[config.mk]
export PLATFORM = sky130hd
export DESIGN_NAME = t1pm_counters
export DESIGN_NICKNAME = d
export VERILOG_FILES = /design/src/t1pm_pkg.sv /design/src/t1pm_sat_counter.sv /design/src/t1pm_counters.sv
export VERILOG_INCLUDE_DIRS = /design/src /design/src/src
export SDC_FILE = /design/constraint.sdc
export NUM_CORES = 1
export LEC_CHECK = 0
export BUFFER_PORTS_ARGS = -buffer_cell sky130_fd_sc_hd__buf_4
export CORE_ASPECT_RATIO = 2
export CORE_MARGIN = 1.5
export CORE_UTILIZATION = 45
export DETAILED_ROUTE_END_ITERATION = 8
export PLACE_DENSITY = 0.65
export RECOVER_POWER = 25
export SETUP_SLACK_MARGIN = 0.4
export SLEW_MARGIN = 15
export SYNTH_ARGS = -nofsm -noshare
export SYNTH_HDL_FRONTEND = slang
export SYNTH_SLANG_ARGS = --single-unit
[constraint.sdc]
create_clock -name clk_sys -period 2.65 [get_ports clk_sys]
set_input_delay 0.53 -clock clk_sys [delete_from_list [all_inputs] [get_ports clk_sys]]
set_output_delay 0.53 -clock clk_sys [all_outputs]
set_load 0.03 [all_outputs]
[src/t1pm_consts.svh]
// Register indices, field positions, reset values and timing counts of the monitor bank
`ifndef T1PM_CONSTS_SVH
`define T1PM_CONSTS_SVH

// ----------------------------------------------------------------
// Register indices (byte address is four times the index)
// ----------------------------------------------------------------
`define T1PM_IDX_LOF      14'h090a
`define T1PM_IDX_ALIGNMENT_CHANGE_EVENT     14'h090b
`define T1PM_IDX_FCS1     14'h090c
`define T1PM_IDX_PAT_HI   14'h090d
`define T1PM_IDX_PAT_LO   14'h090e
`define T1PM_IDX_SLIP     14'h090f
`define T1PM_IDX_IRQ_STAT 14'h0918
`define T1PM_IDX_IRQ_MASK 14'h0919

// ----------------------------------------------------------------
// Reset values
// ----------------------------------------------------------------
`define T1PM_CNT8_RST     8'h00
`define T1PM_CNT16_RST    16'h0000
`define T1PM_EV_RST       5'h00

// ----------------------------------------------------------------
// Event bit positions in status and mask
// ----------------------------------------------------------------
`define T1PM_EV_LOF       0
`define T1PM_EV_ALIGNMENT_CHANGE_EVENT      1
`define T1PM_EV_FCS1      2
`define T1PM_EV_PAT       3
`define T1PM_EV_SLIP      4
`define T1PM_EV_W         5

// ----------------------------------------------------------------
// Bus timing: cycles from access phase to pready
// ----------------------------------------------------------------
`define T1PM_APB_WAIT     1

`endif

[src/t1pm_pkg.sv]
// Types shared by the performance monitor counter bank
package t1pm_pkg;
  typedef logic [7:0]  t1pm_byte_t;
  typedef logic [15:0] t1pm_word_t;
  typedef logic [13:0] t1pm_idx_t;

  // Bus slave phase
  typedef enum logic [0:0] {
    APB_IDLE,
    APB_RESP
  } t1pm_apb_e;

  // Upper/lower byte read pairing of the wide counter
  typedef enum logic [0:0] {
    PAIR_OPEN,
    PAIR_ARMED
  } t1pm_pair_e;
endpackage

[src/t1pm_sat_counter.sv]
// Saturating clear-on-read event counter
module t1pm_sat_counter
  import t1pm_pkg::*;
#(
  parameter int WIDTH = 8
) (
  input  wire logic             clk_sys,
  input  wire logic             resetn,
  input  wire logic             inc,
  input  wire logic             clr,
  output logic [WIDTH-1:0]      count
);
  logic [WIDTH-1:0] count_r;
  localparam logic [WIDTH-1:0] MAXV = '1;

  // Clear opens a new interval; a coinciding event is its first count
  always_ff @(posedge clk_sys) begin
    if (!resetn) begin
      count_r <= '0;
    end else if (clr) begin
      count_r <= inc ? WIDTH'(1) : '0;
    end else if (inc && (count_r != MAXV)) begin
      count_r <= count_r + WIDTH'(1);
    end
  end

  assign count = count_r;
endmodule // t1pm_sat_counter

[src/t1pm_counters.sv]
// Performance monitor event counter bank with APB register access
`include "t1pm_consts.svh"

// Functional notes
// - Count each loss-of-frame declaration once
// - Counters hold events since read; read clears
// - Count alignment changes versus off-line candidate
// - Count link controller 1 FCS errors
// - 16-bit pattern errors, high then low byte
// - Upper then lower read clears wide count
// - Count transmit slip frame repeat or drop
module t1pm_counters
  import t1pm_pkg::*;
(
  input  wire logic        clk_sys,
  input  wire logic        resetn,
  // APB slave
  input  wire logic        psel,
  input  wire logic        penable,
  input  wire logic        pwrite,
  input  wire logic [15:0] paddr,
  input  wire logic [31:0] pwdata,
  output logic      [31:0] prdata,
  output logic             pready,
  output logic             pslverr,
  // Event sources
  input  wire logic        loss_of_frame_state,
  input  wire logic        alignment_change_event,
  input  wire logic        link_ctrl1_fcs_error,
  input  wire logic        pattern_bit_error,
  input  wire logic        transmit_slip_event,
  // Interrupt
  output logic             irq
);

  // ----------------------------------------------------------------
  // Functions
  // ----------------------------------------------------------------
  // Word index of a byte address
  function automatic t1pm_idx_t word_index(input logic [15:0] addr);
    word_index = addr[15:2];
  endfunction

  // True for every index this bank answers
  function automatic logic is_mapped(input t1pm_idx_t idx);
    case (idx)
      `T1PM_IDX_LOF, `T1PM_IDX_ALIGNMENT_CHANGE_EVENT, `T1PM_IDX_FCS1,
      `T1PM_IDX_PAT_HI, `T1PM_IDX_PAT_LO, `T1PM_IDX_SLIP,
      `T1PM_IDX_IRQ_STAT, `T1PM_IDX_IRQ_MASK: is_mapped = 1'b1;
      default: is_mapped = 1'b0;
    endcase
  endfunction

  // ----------------------------------------------------------------
  // Bus slave phase
  // ----------------------------------------------------------------
  t1pm_apb_e   apb_r;
  t1pm_idx_t   idx;
  logic        access;
  logic        rd_fire;
  logic        wr_fire;
  logic        bad_addr;
  logic        err_r;
  logic [31:0] prdata_r;

  assign idx      = word_index(paddr);
  assign bad_addr = (paddr[1:0] != 2'b00) || !is_mapped(idx);
  assign access   = psel && penable && (apb_r == APB_IDLE);
  assign rd_fire  = access && !pwrite && !bad_addr;
  assign wr_fire  = access && pwrite && !bad_addr;

  // One wait state so that read data comes straight from a flip-flop
  always_ff @(posedge clk_sys) begin
    if (!resetn) begin
      apb_r <= APB_IDLE;
    end else begin
      case (apb_r)
        APB_IDLE: if (access) apb_r <= APB_RESP;
        APB_RESP: apb_r <= APB_IDLE;
        default:  apb_r <= APB_IDLE;
      endcase
    end
  end

  // Error flag for unmapped or unaligned addresses
  always_ff @(posedge clk_sys) begin
    if (!resetn) begin
      err_r <= 1'b0;
    end else if (access) begin
      err_r <= bad_addr;
    end
  end

  assign pready  = (apb_r == APB_RESP);
  assign pslverr = pready && err_r;
  assign prdata  = prdata_r;

  // ----------------------------------------------------------------
  // Event conditioning
  // ----------------------------------------------------------------
  logic lof_prev_r;
  logic lof_declare;

  // The framer holds loss of frame as a level; count only its onset
  always_ff @(posedge clk_sys) begin
    if (!resetn) begin
      lof_prev_r <= 1'b0;
    end else begin
      lof_prev_r <= loss_of_frame_state;
    end
  end

  assign lof_declare = loss_of_frame_state && !lof_prev_r;

  // ----------------------------------------------------------------
  // Eight-bit counters
  // ----------------------------------------------------------------
  t1pm_byte_t lof_cnt;
  t1pm_byte_t alignment_change_event_cnt;
  t1pm_byte_t fcs_cnt;
  t1pm_byte_t slip_cnt;
  logic       rd_lof;
  logic       rd_alignment_change_event;
  logic       rd_fcs;
  logic       rd_slip;

  // Reading a counter clears it
  assign rd_lof  = rd_fire && (idx == `T1PM_IDX_LOF);
  assign rd_alignment_change_event = rd_fire && (idx == `T1PM_IDX_ALIGNMENT_CHANGE_EVENT);
  assign rd_fcs  = rd_fire && (idx == `T1PM_IDX_FCS1);
  assign rd_slip = rd_fire && (idx == `T1PM_IDX_SLIP);

  t1pm_sat_counter #(.WIDTH(8)) u_lof (
    .clk_sys (clk_sys),
    .resetn  (resetn),
    .inc     (lof_declare),
    .clr     (rd_lof),
    .count   (lof_cnt)
  );

  t1pm_sat_counter #(.WIDTH(8)) u_alignment_change_event (
    .clk_sys (clk_sys),
    .resetn  (resetn),
    .inc     (alignment_change_event),
    .clr     (rd_alignment_change_event),
    .count   (alignment_change_event_cnt)
  );

  t1pm_sat_counter #(.WIDTH(8)) u_fcs (
    .clk_sys (clk_sys),
    .resetn  (resetn),
    .inc     (link_ctrl1_fcs_error),
    .clr     (rd_fcs),
    .count   (fcs_cnt)
  );

  t1pm_sat_counter #(.WIDTH(8)) u_slip (
    .clk_sys (clk_sys),
    .resetn  (resetn),
    .inc     (transmit_slip_event),
    .clr     (rd_slip),
    .count   (slip_cnt)
  );

  // ----------------------------------------------------------------
  // Sixteen-bit pattern error counter
  // ----------------------------------------------------------------
  t1pm_word_t pat_cnt_r;
  t1pm_word_t pat_snap_r;
  t1pm_byte_t pat_low_r;
  t1pm_pair_e pair_r;
  logic       rd_pat_hi;
  logic       rd_pat_lo;
  logic       pat_clear;
  logic       pat_inc;

  assign rd_pat_hi = rd_fire && (idx == `T1PM_IDX_PAT_HI);
  assign rd_pat_lo = rd_fire && (idx == `T1PM_IDX_PAT_LO);
  assign pat_clear = rd_pat_lo && (pair_r == PAIR_ARMED);
  assign pat_inc   = pattern_bit_error && (pat_cnt_r != 16'hffff);

  // Clearing removes only what the host saw, so errors arriving
  // between the two byte reads stay in the count
  always_ff @(posedge clk_sys) begin
    if (!resetn) begin
      pat_cnt_r <= `T1PM_CNT16_RST;
    end else if (pat_clear) begin
      pat_cnt_r <= pat_cnt_r - pat_snap_r + {15'h0000, pattern_bit_error};
    end else if (pat_inc) begin
      pat_cnt_r <= pat_cnt_r + 16'h0001;
    end
  end

  // Upper read takes a snapshot and holds the lower byte
  always_ff @(posedge clk_sys) begin
    if (!resetn) begin
      pat_snap_r <= `T1PM_CNT16_RST;
      pat_low_r  <= `T1PM_CNT8_RST;
    end else if (rd_pat_hi) begin
      pat_snap_r <= pat_cnt_r;
      pat_low_r  <= pat_cnt_r[7:0];
    end
  end

  // A lower read only clears when it follows an upper read
  always_ff @(posedge clk_sys) begin
    if (!resetn) begin
      pair_r <= PAIR_OPEN;
    end else begin
      case (pair_r)
        PAIR_OPEN:  if (rd_pat_hi) pair_r <= PAIR_ARMED;
        PAIR_ARMED: if (rd_pat_lo) pair_r <= PAIR_OPEN;
        default:    pair_r <= PAIR_OPEN;
      endcase
    end
  end

  // ----------------------------------------------------------------
  // Interrupt status and mask
  // ----------------------------------------------------------------
  logic [`T1PM_EV_W-1:0] ev_vec;
  logic [`T1PM_EV_W-1:0] stat_r;
  logic [`T1PM_EV_W-1:0] mask_r;
  logic                  rd_stat;

  assign ev_vec[`T1PM_EV_LOF]  = lof_declare;
  assign ev_vec[`T1PM_EV_ALIGNMENT_CHANGE_EVENT] = alignment_change_event;
  assign ev_vec[`T1PM_EV_FCS1] = link_ctrl1_fcs_error;
  assign ev_vec[`T1PM_EV_PAT]  = pattern_bit_error;
  assign ev_vec[`T1PM_EV_SLIP] = transmit_slip_event;
  assign rd_stat = rd_fire && (idx == `T1PM_IDX_IRQ_STAT);

  // Sticky bits; a new event wins over the clearing read
  always_ff @(posedge clk_sys) begin
    if (!resetn) begin
      stat_r <= `T1PM_EV_RST;
    end else if (rd_stat) begin
      stat_r <= ev_vec;
    end else begin
      stat_r <= stat_r | ev_vec;
    end
  end

  // Mask written by software
  always_ff @(posedge clk_sys) begin
    if (!resetn) begin
      mask_r <= `T1PM_EV_RST;
    end else if (wr_fire && (idx == `T1PM_IDX_IRQ_MASK)) begin
      mask_r <= pwdata[`T1PM_EV_W-1:0];
    end
  end

  assign irq = |(stat_r & mask_r);

  // ----------------------------------------------------------------
  // Read data
  // ----------------------------------------------------------------
  logic [31:0] rd_val;

  // Bits above each register's width read as zero
  always_comb begin
    rd_val = 32'h0000_0000;
    case (idx)
      `T1PM_IDX_LOF:      rd_val[7:0] = lof_cnt;
      `T1PM_IDX_ALIGNMENT_CHANGE_EVENT:     rd_val[7:0] = alignment_change_event_cnt;
      `T1PM_IDX_FCS1:     rd_val[7:0] = fcs_cnt;
      `T1PM_IDX_PAT_HI:   rd_val[7:0] = pat_cnt_r[15:8];
      `T1PM_IDX_PAT_LO:   rd_val[7:0] = (pair_r == PAIR_ARMED) ?
                                        pat_low_r : pat_cnt_r[7:0];
      `T1PM_IDX_SLIP:     rd_val[7:0] = slip_cnt;
      `T1PM_IDX_IRQ_STAT: rd_val[`T1PM_EV_W-1:0] = stat_r;
      `T1PM_IDX_IRQ_MASK: rd_val[`T1PM_EV_W-1:0] = mask_r;
      default:            rd_val = 32'h0000_0000;
    endcase
  end

  // Captured on the same edge that clears the counter
  always_ff @(posedge clk_sys) begin
    if (!resetn) begin
      prdata_r <= 32'h0000_0000;
    end else if (access) begin
      prdata_r <= rd_fire ? rd_val : 32'h0000_0000;
    end
  end
endmodule // t1pm_counters

## After elaboration in Yosys (flattened, before gate mapping)

Index checks and enable logic that the tools add are counted.

- Bits in registers: 118

- Add/subtract/negate cells: 7
- Eq/ne operators: 13
- Multiplexer cells: 25
- Bitwise gates (word level): 4
- Reductions and logical operators: 35

Operators by type and width:

| operator | count |
|---|---|
| 14-bit by 12-bit == test with 1-bit output (second input constant) | 8 |
| 8-bit 2-to-1 mux | 10 |
| 5-bit one-hot mux with 8 select lines | 1 |
| 8-bit by 1-bit adder with 8-bit output (second input constant) | 4 |
| 16-bit 2-to-1 mux | 2 |
| 8-bit != test (second input constant) | 4 |
| 1-bit logical AND | 22 |
| 3-bit one-hot mux with 6 select lines | 1 |
| 16-bit by 1-bit adder with 16-bit output | 1 |
| 16-bit by 1-bit adder with 16-bit output (second input constant) | 1 |
| 16-bit != test (second input constant) | 1 |
| 16-bit subtractor | 1 |
| 2-bit nonzero test | 6 |
| 1-bit 2-to-1 mux | 8 |
| 8-bit OR reduction | 1 |
| 5-bit bitwise AND | 1 |
| 5-bit 2-to-1 mux | 1 |
| 5-bit bitwise OR | 1 |
| 5-bit OR reduction | 1 |
| 1-bit zero test | 4 |
| 1-bit one-hot mux with 2 select lines | 2 |
| 1-bit inverter | 2 |
| 1-bit logical OR | 1 |

## Depth between registers and ports, before layout

Gate-level depths: netlist of the first run.

- Word-level depth: 10
- Mapped depth: 11

## Hierarchy

From an unflattened synthesis of the first run, not the netlist that was laid out.

- Cells, all modules: 688
- Area total of the unflattened synthesis: 5,681.7 um2

By module, submodules not included:

| module | instances | cells each | area an instance (um2) |
|---|---|---|---|
| t1pm_counters | 1 | 492 | 3,975.1 |
| t1pm_sat_counter | 4 | 49 | 426.7 |

## Worst setup path before layout of the first run

OpenSTA, ideal clock, no wires.

- Path type: register to register
- From: register pat_cnt_r[0]
- To: register pat_cnt_r[14]
- Setup time: 0.062 ns
- Arrival time: 2.767 ns
- Required time: 2.588 ns
- Setup slack: -0.179 ns
- Stages on the path, launching flop included: 12
- Path through: dfxtp_1 -> inv_1 -> ha_1 -> inv_1 -> ha_1 -> fa_1 -> a211oi_1 -> o21ai_0 -> a41o_1 -> a31oi_1 -> or3b_2 -> nand3_1

- Word-level cells in the longest chain between the ends: 3
- Elaborated cells between the ends (all ways): 8
- Those cells by class: add/sub: 3; eq/ne: 1; mux: 2; reduce/logical: 2

Ends and longest elaborated chain:

| element | RTL line | text |
|---|---|---|
| start: declaration | t1pm_counters.sv:168 | `t1pm_word_t pat_cnt_r;` |
| start signal: assignment | t1pm_counters.sv:186 | `` pat_cnt_r <= `T1PM_CNT16_RST; `` |
| start signal: assignment | t1pm_counters.sv:188 | `pat_cnt_r <= pat_cnt_r - pat_snap_r + {15'h0000, pattern_bit_error};` |
| start signal: assignment | t1pm_counters.sv:190 | `pat_cnt_r <= pat_cnt_r + 16'h0001;` |
| 16-bit subtractor, or another cell as far along | t1pm_counters.sv:188 |  |
| 16-bit by 1-bit adder with 16-bit output, or another cell as far along | t1pm_counters.sv:188 |  |
| 16-bit 2-to-1 mux / 2-bit nonzero test (equally long branches) | n/a |  |

Several ways; a longest one is shown, not always the timed one. The select of a mux whose other input is x is not followed.
A chain may end at the register's enable or synchronous reset.

## Worst setup path after layout of the first run

- From: register pat_cnt_r[0]
- To: register pat_cnt_r[10]

The elaborated chain is that of the path after synthesis.

==> run metrics, run 1 <==
leakage power between 2 and 3 nW; number of I/O pins 93; initial cell density of the core 0.4619; layout cells sized above 1 0.2229; area grow syn2layout 26.03%; row cnt 57; GPL Wtd Cong 0.9423; library cells used by synthesis 67; global-route wire length before repair 26.50 mm; htree depth 3; outcome completed; Routed WL 17.80 mm; RSZ-0062 raised after global routing yes; clk sinks 86; PortBufs 41; synthesized area 5600 sq um; design area 7058 sq um; GR Overflow Total 0; ys flop type dfxtp_1; post-synth top area share 0.3074; CP max stage delay 0.39 ns; Clock Latency Late Sink 0.34 ns; Post-synth top cells dfxtp_1 (86), nor2_1 (82), nand2_1 (52), mux2i_1 (39); clock buffer depth 2; Peak Freq 0.3879 GHz; pin count of the biggest net entering global routing 39; antenna diode count 0; count leader, synth dfxtp_1; M1 GR Usage 0.2451; element type at the critical path start flip-flop; post-synthesis sequential area ratio 0.3074; Post-DP HPWL 13.29 mm; EDFF count, synth 0; CTS tree yes; fin crit share 0.9727; crit-path leading delay family adder cells; Warnings, synthesis 0; HP Class input pin to flip-flop; vias post-DR between 5k and 6k; ys async rst share 0; Die X 81.89 microns; cell breakdown of the critical path inv_2, ha_4, inv_2, ha_4, fa_2, a211oi_4, o21ai_2, a41o_1, buf_4, xor2_1, mux2i_1, nor2_1; Max Cap Viol 0; required time worst endpoint 2.86 ns; Clock Root Buffer clkbuf_16; CP Max Fanout 3; Clock transition at path regs 0.07 ns; core area 12120 sq um; initial antenna violation count 0; slew margin rel. 0.1773; DR pass1 iterations 5; Setup Viol. Count Final 0; pwr/cell area 433.2 nW/um^2; Die ar. 13160 sq um; residual DRC count 0; DR WL/cell 19.29 microns; met2 Resource Use GR 0.4903; Crit path buffers/inverters 3; GR peak layer met2; fin crit period 2.578 ns; dpl cell area 6312 sq um; critical path class flip-flop to flip-flop; Final Hold Fails 0; overall global routing resource usage 0.2692; DR vias/cell 5.892; Routed Antenna Nets 0; Area contributors post-synth dfxtp_1 (31%), ha_1 (7.8%), mux2i_1 (7.0%); max-slew violation count 0; CP Capture Type flip-flop; Avg Cell Area, Syn 8.285 sq um; peak supply drop just over 400 uV; die height 160.8 microns; First DRT Iteration DRCs between 300 and 400; TritonCTS buffer count 9; setup_tns 0 ns; vias in the first global route 5485; largest area contributor in the synthesized netlist dfxtp_1; synthesized flop and latch total 86; Post-Syn Instances 676; nets 866; GRT met3 Usage 0.04034; Max Clock Skew 0.005467 ns; Tightest Pin Transition 1.234 ns; Critical Path AT about 2.8 ns; slowest cell on the critical path fa_2
==> sequential cells by signal, summed over array words and instances, names as in the netlist <==
name                            cells
lof_prev_r                          1
u_lof.count                         8
mask_r                              5
pair_r                              1
err_r                               1
pat_cnt_r                          16
pat_snap_r                         16
u_slip.count                        8
pready                              1
prdata                              8
u_fcs.count                         8
u_alignment_change_event.count      8
stat_r                              5
==> routing by layer <==
layer / part of all wire / vias up
met5: 0 / -
met1: 0.33 / 2555
met4: 0.088 / 0
li1: - / 2597
met2: 0.54 / 194
met3: 0.038 / 92
==> power by group <==
group	internal [mW]	switching, mW	total [mW]
registers	1.32	0.0291	1.35
logic	0.206	0.255	0.461
clock network	0.727	0.524	1.25
==> final timing paths <==
path / startpoint / endpoint / slack, ns / cells after the start
max: pat_cnt_r[0]$_SDFFE_PN0P_ / pat_cnt_r[10]$_SDFFE_PN0P_ / 0.07 / 12
min reg2reg: prdata[6]$_SDFFE_PN0P_ / prdata[6]$_SDFFE_PN0P_ / 0.46 / 2
max reg2reg: pat_cnt_r[0]$_SDFFE_PN0P_ / pat_cnt_r[10]$_SDFFE_PN0P_ / 0.07 / 12
min: loss_of_frame_state / lof_prev_r$_SDFF_PN0_ / 0.39 / 2
==> final cells by class <==
type,instances,area [sq um]
Fill cell,1100,5066
Multi-Input combinational cell,540,3866
Sequential cell,86,1728
Timing Repair Buffer,111,899.6
Clock buffer,10,229.0
Tap cell,147,183.9
Inverter,24,90.09
Clock inverter,5,61.31
==> kinds of logic (layout without fill, tap and decap cells) <==
kind of cell / Yosys count / after routing / synth area share
xor+xnor: 46 / 46 / 0.07194
flops: 86 / 86 / 0.3074
simple gates: 248 / 248 / 0.2207
compound gates: 145 / 145 / 0.1745
mux: 41 / 41 / 0.07373
other cells: 1 / 24 / 0.0006696
buf+inv: 73 / 150 / 0.06926
fa+ha+maj: 36 / 36 / 0.08177
==> placed cells by master, fill, tap and decap left out, types with 5 or more instances in the layout <==
cell,netlist,routed
nand3_1,23,22
buf_4,24,83
xnor2_1,29,27
buf_6,1,6
a22o_1,6,6
ha_1,35,25
clkbuf_1,19,16
a21oi_1,35,29
a21o_1,6,6
o21ai_2,0,6
conb_1,1,24
a211oi_1,12,6
o21ai_0,27,22
nor3_1,20,19
dfxtp_1,86,81
and4_1,6,5
clkbuf_16,0,11
inv_1,24,21
ha_4,0,8
nand4_1,19,19
nor2b_1,5,5
and2_1,8,8
dfxtp_2,0,5
xor2_1,17,17
mux2i_1,39,39
o211a_1,6,6
o21ai_1,7,5
nor2_1,82,81
nand2_1,52,51
==> repair_timing <==
| item | in CTS | in global routing |
|---|---|---|
| buffers inserted | 9 | 8 |
| pin swaps | 12 | 22 |
| resized for setup | 30 | 35 |
| hold endpoints to repair | 0 | 0 |
| gates cloned | 2 | 2 |
| hold buffers | 0 | 0 |
| endpoints found under the setup margin | 22 | 67 |
==> per-stage QoR <==
stage	utilization	hold WS [ns]	power, mW	instances	worst slack (ns)
after floorplan	-	0.4604	1.640	699	0.1905
after global placement	0.5206	0.4428	1.732	887	-0.02036
after detailed placement	0.5206	0.4491	1.744	887	-0.04068
after CTS	0.5683	0.3920	3.028	913	0.07548
after global routing	0.5821	0.4049	3.163	923	0.008922
final	0.5821	0.3939	3.058	923	0.07233
Power figures use the tool's default switching activity.
==> run 2: changes to the inputs <==
--- a/config.mk
+++ b/config.mk
@@ -11,7 +11,7 @@
 export CORE_MARGIN = 1.5
 export CORE_UTILIZATION = 45
 export DETAILED_ROUTE_END_ITERATION = 8
-export PLACE_DENSITY = 0.65
+export PLACE_DENSITY = 0.69
 export RECOVER_POWER = 25
 export SETUP_SLACK_MARGIN = 0.4
 export SLEW_MARGIN = 15
==> run metrics, run 2 (synthesis results as in run 1) <==
Clock transition at path regs 0.07 ns; Hold WS 0.3898 ns; Largest regs pat_cnt_r (16), pat_snap_r (16); nets 863; GPL Wtd Cong 0.9401; die height 160.8 microns; fin crit period approximately 2.6 ns; Inst Count DP 890; vias in the first global route 5475; required time worst endpoint around 3 ns; pin count of the biggest net entering global routing 39; vias post-DR 5461; pwr/cell area 441.2 nW/um^2; commonest non-fill, non-tap cell in the layout dfxtp_1; CP Capture Type flip-flop; initial antenna violation count 0; layout cells sized above 1 0.2171; Die X 81.89 microns; max-slew violation count 0; slew margin rel. 0.5998; row cnt 57; htree depth 3; peak supply drop 437.4 uV; crit-path leading delay family compound AO/OA/AOI/OAI gates; Post-DP HPWL 13.35 mm; Final Hold Fails 0; clock buffer depth 2; Critical Path AT roughly 2.9 ns; outcome completed; Routed WL 17.98 mm; Max Cap Viol 0; # fillers 1115; RSZ-0062 raised after global routing yes; DR pass1 iterations 5; fin crit share 0.9903; PortBufs 41; element type at the critical path start flip-flop; initial cell density of the core 0.4619; Max Clock Skew about 0.0048 ns; CP max stage delay 0.40 ns; critical path class flip-flop to flip-flop; Peak Freq about 0.38 GHz; antenna diode count 0; core area 12120 sq um; DR WL/cell between 15 and 20 microns; leakage power 2.645 nW; First DRT Iteration DRCs roughly 320; Setup Viol. Count Final 0; cell breakdown of the critical path inv_1, ha_1, ha_2, o21ai_0, a21oi_1, a41o_1, a31oi_2, or3b_4, nand3_2; Routed Antenna Nets 0; most frequent cells in the layout dfxtp_1 (85), nor2_1 (81), buf_4 (81); Non-Filler Instances 921; Die ar. roughly 13000 sq um; CP Max Fanout 4; overall global routing resource usage 0.2674; global-route wire length before repair 26.50 mm; Clock Root Buffer clkbuf_16; CTS tree yes; Crit path buffers/inverters 1; area grow syn2layout 24.91%; HP Class input pin to flip-flop; number of I/O pins 93; clk sinks 86; Clock Latency Late Sink 0.34 ns; DR vias/cell 5.929; TritonCTS buffer count 9; slowest cell on the critical path or3b_4; final core occ 0.5770; residual DRC count 0; Tightest Pin Transition 0.5980 ns; Final Power 3.086 mW; GR Overflow Total 0
run 2: cell types whose count changed in the layout (fill, tap and decap cells not counted), moves of 3 or more:
cell / delta
o21ai_0: -8
clkinvlp_4: -3
o21ai_2: +3
dfxtp_1: +4
ha_4: -3
o21ai_1: +6
dfxtp_2: -4
clkinv_2: +3
ha_1: +3
run 2: path summary, 6_finish.rpt:
kind	start	to	slack (ns)	cells after the start
setup / recovery	pat_snap_r[5]$_SDFFE_PN0P_	pat_cnt_r[14]$_SDFFE_PN0P_	0.03	9
hold / removal	loss_of_frame_state	lof_prev_r$_SDFF_PN0_	0.39	2
setup reg to reg	pat_snap_r[5]$_SDFFE_PN0P_	pat_cnt_r[14]$_SDFFE_PN0P_	0.03	9
hold reg to reg	prdata[1]$_SDFFE_PN0P_	prdata[1]$_SDFFE_PN0P_	0.45	2
run 2: layout make-up:
cell class | count | area [sq um] | share of cell area
multi-input cells | 541 | 3841 | 0.5491
well taps | 147 | 183.9 | 0.02629
clock inverters | 7 | 71.32 | 0.01019
repair buffers | 107 | 860.8 | 0.1231
flip-flops and latches | 86 | 1723 | 0.2463
inverters | 24 | 90.09 | 0.01288
clock buffers | 9 | 225.2 | 0.03219
run 2: through the flow:
step | setup TNS [ns] | setup WS (ns) | cell area, sq um
global route | -0.2159 | -0.1384 | 6995
CTS | 0 | 0.04954 | 6834
global placement | -0.02125 | -0.02125 | 6335
detailed placement | -0.1740 | -0.06870 | 6335
finish | 0 | 0.02576 | 6995
floorplan | 0 | 0.1905 | 5734
run 2: power by group:
| group | internal [mW] | switching (mW) | total (mW) |
|---|---|---|---|
| clock network | 0.734 | 0.553 | 1.29 |
| logic | 0.196 | 0.256 | 0.452 |
| registers | 1.32 | 0.0307 | 1.35 |
| total | 2.25 | 0.840 | 3.09 |
run 2: what timing repair did:
item                       in CTS  in global routing
gates resized for setup        35                 29
pin swaps                      23                 14
setup endpoints to repair      40                 44
hold endpoints to repair        0                  0
setup buffers                   8                  2
hold buffers                    0                  0
cloned                          0                  5
run 2: routing by layer:
metal	share of wire	GRT usage
met5	0	0
met4	0.082	0.1934
met3	0.042	0.03523
met2	0.55	0.5004
met1	0.33	0.2474
==> run 3: changes to the inputs <==
--- a/config.mk
+++ b/config.mk
@@ -6,12 +6,13 @@
 export SDC_FILE = /design/constraint.sdc
 export NUM_CORES = 1
 export LEC_CHECK = 0
+export ABC_AREA = 1
 export BUFFER_PORTS_ARGS = -buffer_cell sky130_fd_sc_hd__buf_4
 export CORE_ASPECT_RATIO = 2
 export CORE_MARGIN = 1.5
 export CORE_UTILIZATION = 45
 export DETAILED_ROUTE_END_ITERATION = 8
-export PLACE_DENSITY = 0.69
+export PLACE_DENSITY = 0.68
 export RECOVER_POWER = 25
 export SETUP_SLACK_MARGIN = 0.4
 export SLEW_MARGIN = 15
==> run metrics, run 3 <==
outcome completed; Final WS setup between 0.4 and 0.5 ns; commonest non-fill, non-tap cell in the layout nand2_1; Largest regs pat_cnt_r (16), pat_snap_r (16); number of I/O pins 93; sw power 980.1 uW; adder-cell share of the synthesized area 0.07427; library cells used by synthesis 49; htree depth 3; CP Capture Type flip-flop; PortBufs 41; worst slack, placed between 0.07 and 0.08 ns; switching part of the total 0.2999; vias post-DR 6116; # fillers 1374; row cnt 60; simple-gate share of the synthesized area 0.2898; clock network power share 0.397; CP Max Fanout 23; Die X 85.77 microns; Clock Latency Late Sink 0.35 ns; initial antenna violation count 0; crit-path leading delay family simple AND/OR/NAND/NOR gates; Peak Freq 0.4474 GHz; required time worst endpoint roughly 2.9 ns; Reg area 1732 sq um; Post-DP HPWL between 10 and 15 mm; clock buffer depth 2; element type at the critical path start input pin; mux cell area share after synthesis 0.003247; layout cells sized above 1 0.1637; DR WL/cell approximately 16 microns; CTS tree yes; die height approximately 170 microns; Avg Cell Area, Syn 6.761 sq um; vias in the first global route about 5.9k; Max Clock Skew 0.007342 ns; synthesized area 6166 sq um; fin crit period 2.235 ns; Die ar. 14460 sq um; Pint 2.287 mW; Area contributors post-synth dfxtp_1 (28%), nand2_1 (8.9%), inv_1 (7.7%); GPL Wtd Cong 0.9349; residual DRC count 0; Critical Path AT 2.46 ns; antenna diode count 0; cell breakdown of the critical path buf_4, nor2_1, nand2_1, nor2_4, buf_12, nand2_2, nand2_1, nor2_1, a21boi_2, nand3_1, nand2_1, a21oi_1; Clock transition at path regs 0.06 ns; CP dominant cell by count nand2_1; clk sinks 86; HP Class input pin to flip-flop; count leader, synth nand2_1; Clock Root Buffer clkbuf_16; leakage power 3.084 nW; pwr/cell area roughly 460 nW/um^2; Post-synth top cells nand2_1 (147), inv_1 (127), nor2_1 (109), dfxtp_1 (86), a21oi_1 (82); area grow syn2layout 15.48%; DR pass1 iterations 5; Tightest Pin Transition 0.6748 ns; EDFF count, synth 0; Multi-input gate area 3930 sq um; nets 1061; overall global routing resource usage 0.2493; cts hold-fix bufs 0; sequential power share 0.415; XOR/XNOR Fraction of Synth Area 0.06392; DR vias/cell 5.432; GR Overflow Total 0; most frequent cells in the layout nand2_1 (138), inv_1 (126), nor2_1 (105); max-slew violation count 0; largest family of logic cells by synthesized area simple AND/OR/NAND/NOR gates; ys async rst share 0; CP max stage delay 0.38 ns; critical path class input pin to flip-flop; ys flop type dfxtp_1; Hold WS approximately 0.38 ns; initial cell density of the core 0.4588; slowest cell on the critical path a21boi_2; Routed WL 17.94 mm; Max Cap Viol 0; post-synth top area share 0.2792; Crit path buffers/inverters 2; Warnings, synthesis 0; Final Hold Fails 0; core area 13440 sq um; synthesized flop and latch total 86; RSZ-0062 raised after global routing yes; TritonCTS buffer count 9; compound-gate portion of the synthesized area 0.1597; First DRT Iteration DRCs 213; fin crit share 0.8435; post-synthesis sequential area ratio 0.2792; peak supply drop 269.8 uV; Comb pwr share 0.189; Routed Antenna Nets 0; largest area contributor in the synthesized netlist dfxtp_1; global-route wire length before repair between 20 and 30 mm; Post-Syn Instances 912; setup_tns 0 ns; Setup Viol. Count Final 0; pin count of the biggest net entering global routing 36; slew margin rel. 0.5496
[run 3: stage by stage]
stage / cell area [sq um] / util / power, mW / instances
6_report: 7121 / 0.5299 / 3.268 / 1126
5_1_grt: 7121 / 0.5299 / 3.399 / 1126
4_1_cts: 6934 / 0.5160 / 3.210 / 1119
3_5_place_dp: 6589 / 0.4903 / 1.916 / 1103
3_3_place_gp: 6589 / 0.4903 / 1.910 / 1103
2_1_floorplan: 6252 / - / 1.785 / 935
[run 3: worst min-delay path: stages]
cell	delay [ns]
buf_4	0.08
nand2_1	0.04
inv_1	0.05
[run 3: cells by family after synthesis]
logic type                 Yosys count
xor gates and xnor gates            45
AOI/OAI and AO/OA                  179
other                                1
and+or+nand+nor                    387
DFF                                 86
adders and majority gates           36
muxes                                2
buffers and inverters              176
[run 3: final timing paths]
kind,startpoint,end,slack (ns),cells after the start
worst min register to register,pat_snap_r[9]$_SDFFE_PN0P_,pat_snap_r[9]$_SDFFE_PN0P_,0.46,2
worst max-delay path,paddr[15],u_slip.count[1]$_SDFFE_PN0P_,0.41,12
worst min-delay path,loss_of_frame_state,lof_prev_r$_SDFF_PN0_,0.38,3
worst max register to register,pat_cnt_r[0]$_SDFFE_PN0P_,pat_cnt_r[10]$_SDFFE_PN0P_,0.45,16
[run 3: final cells by class]
cell class,count,share of cell area
Multi-Input combinational cell,673,0.5519
Clock buffer,9,0.03163
Clock inverter,6,0.009840
Timing Repair Buffer,66,0.06712
Tap cell,155,0.02724
Inverter,131,0.06906
Sequential cell,86,0.2432
[run 3: power groups by stage]
stage | combinational, mW | sequential, mW | clock [mW]
floorplan | 0.407 | 1.38 | 0
global placement | 0.528 | 1.38 | 0
detailed placement | 0.532 | 1.38 | 0
CTS | 0.550 | 1.35 | 1.30
global route | 0.681 | 1.36 | 1.36
finish | 0.616 | 1.36 | 1.30
[run 3: repair_timing]
item	CTS	global route
setup endpoints to repair	16	44
pin swaps	4	12
buffers inserted	1	7
gates resized for setup	13	43
cloned	0	0
[run 3: routing by layer]
layer,share of wire,up-vias,GRT usage
met1,0.34,2811,0.2300
met5,0,-,0
met3,0.031,75,0.03169
met2,0.56,183,0.4827
li1,-,3047,-
met4,0.071,0,0.1767
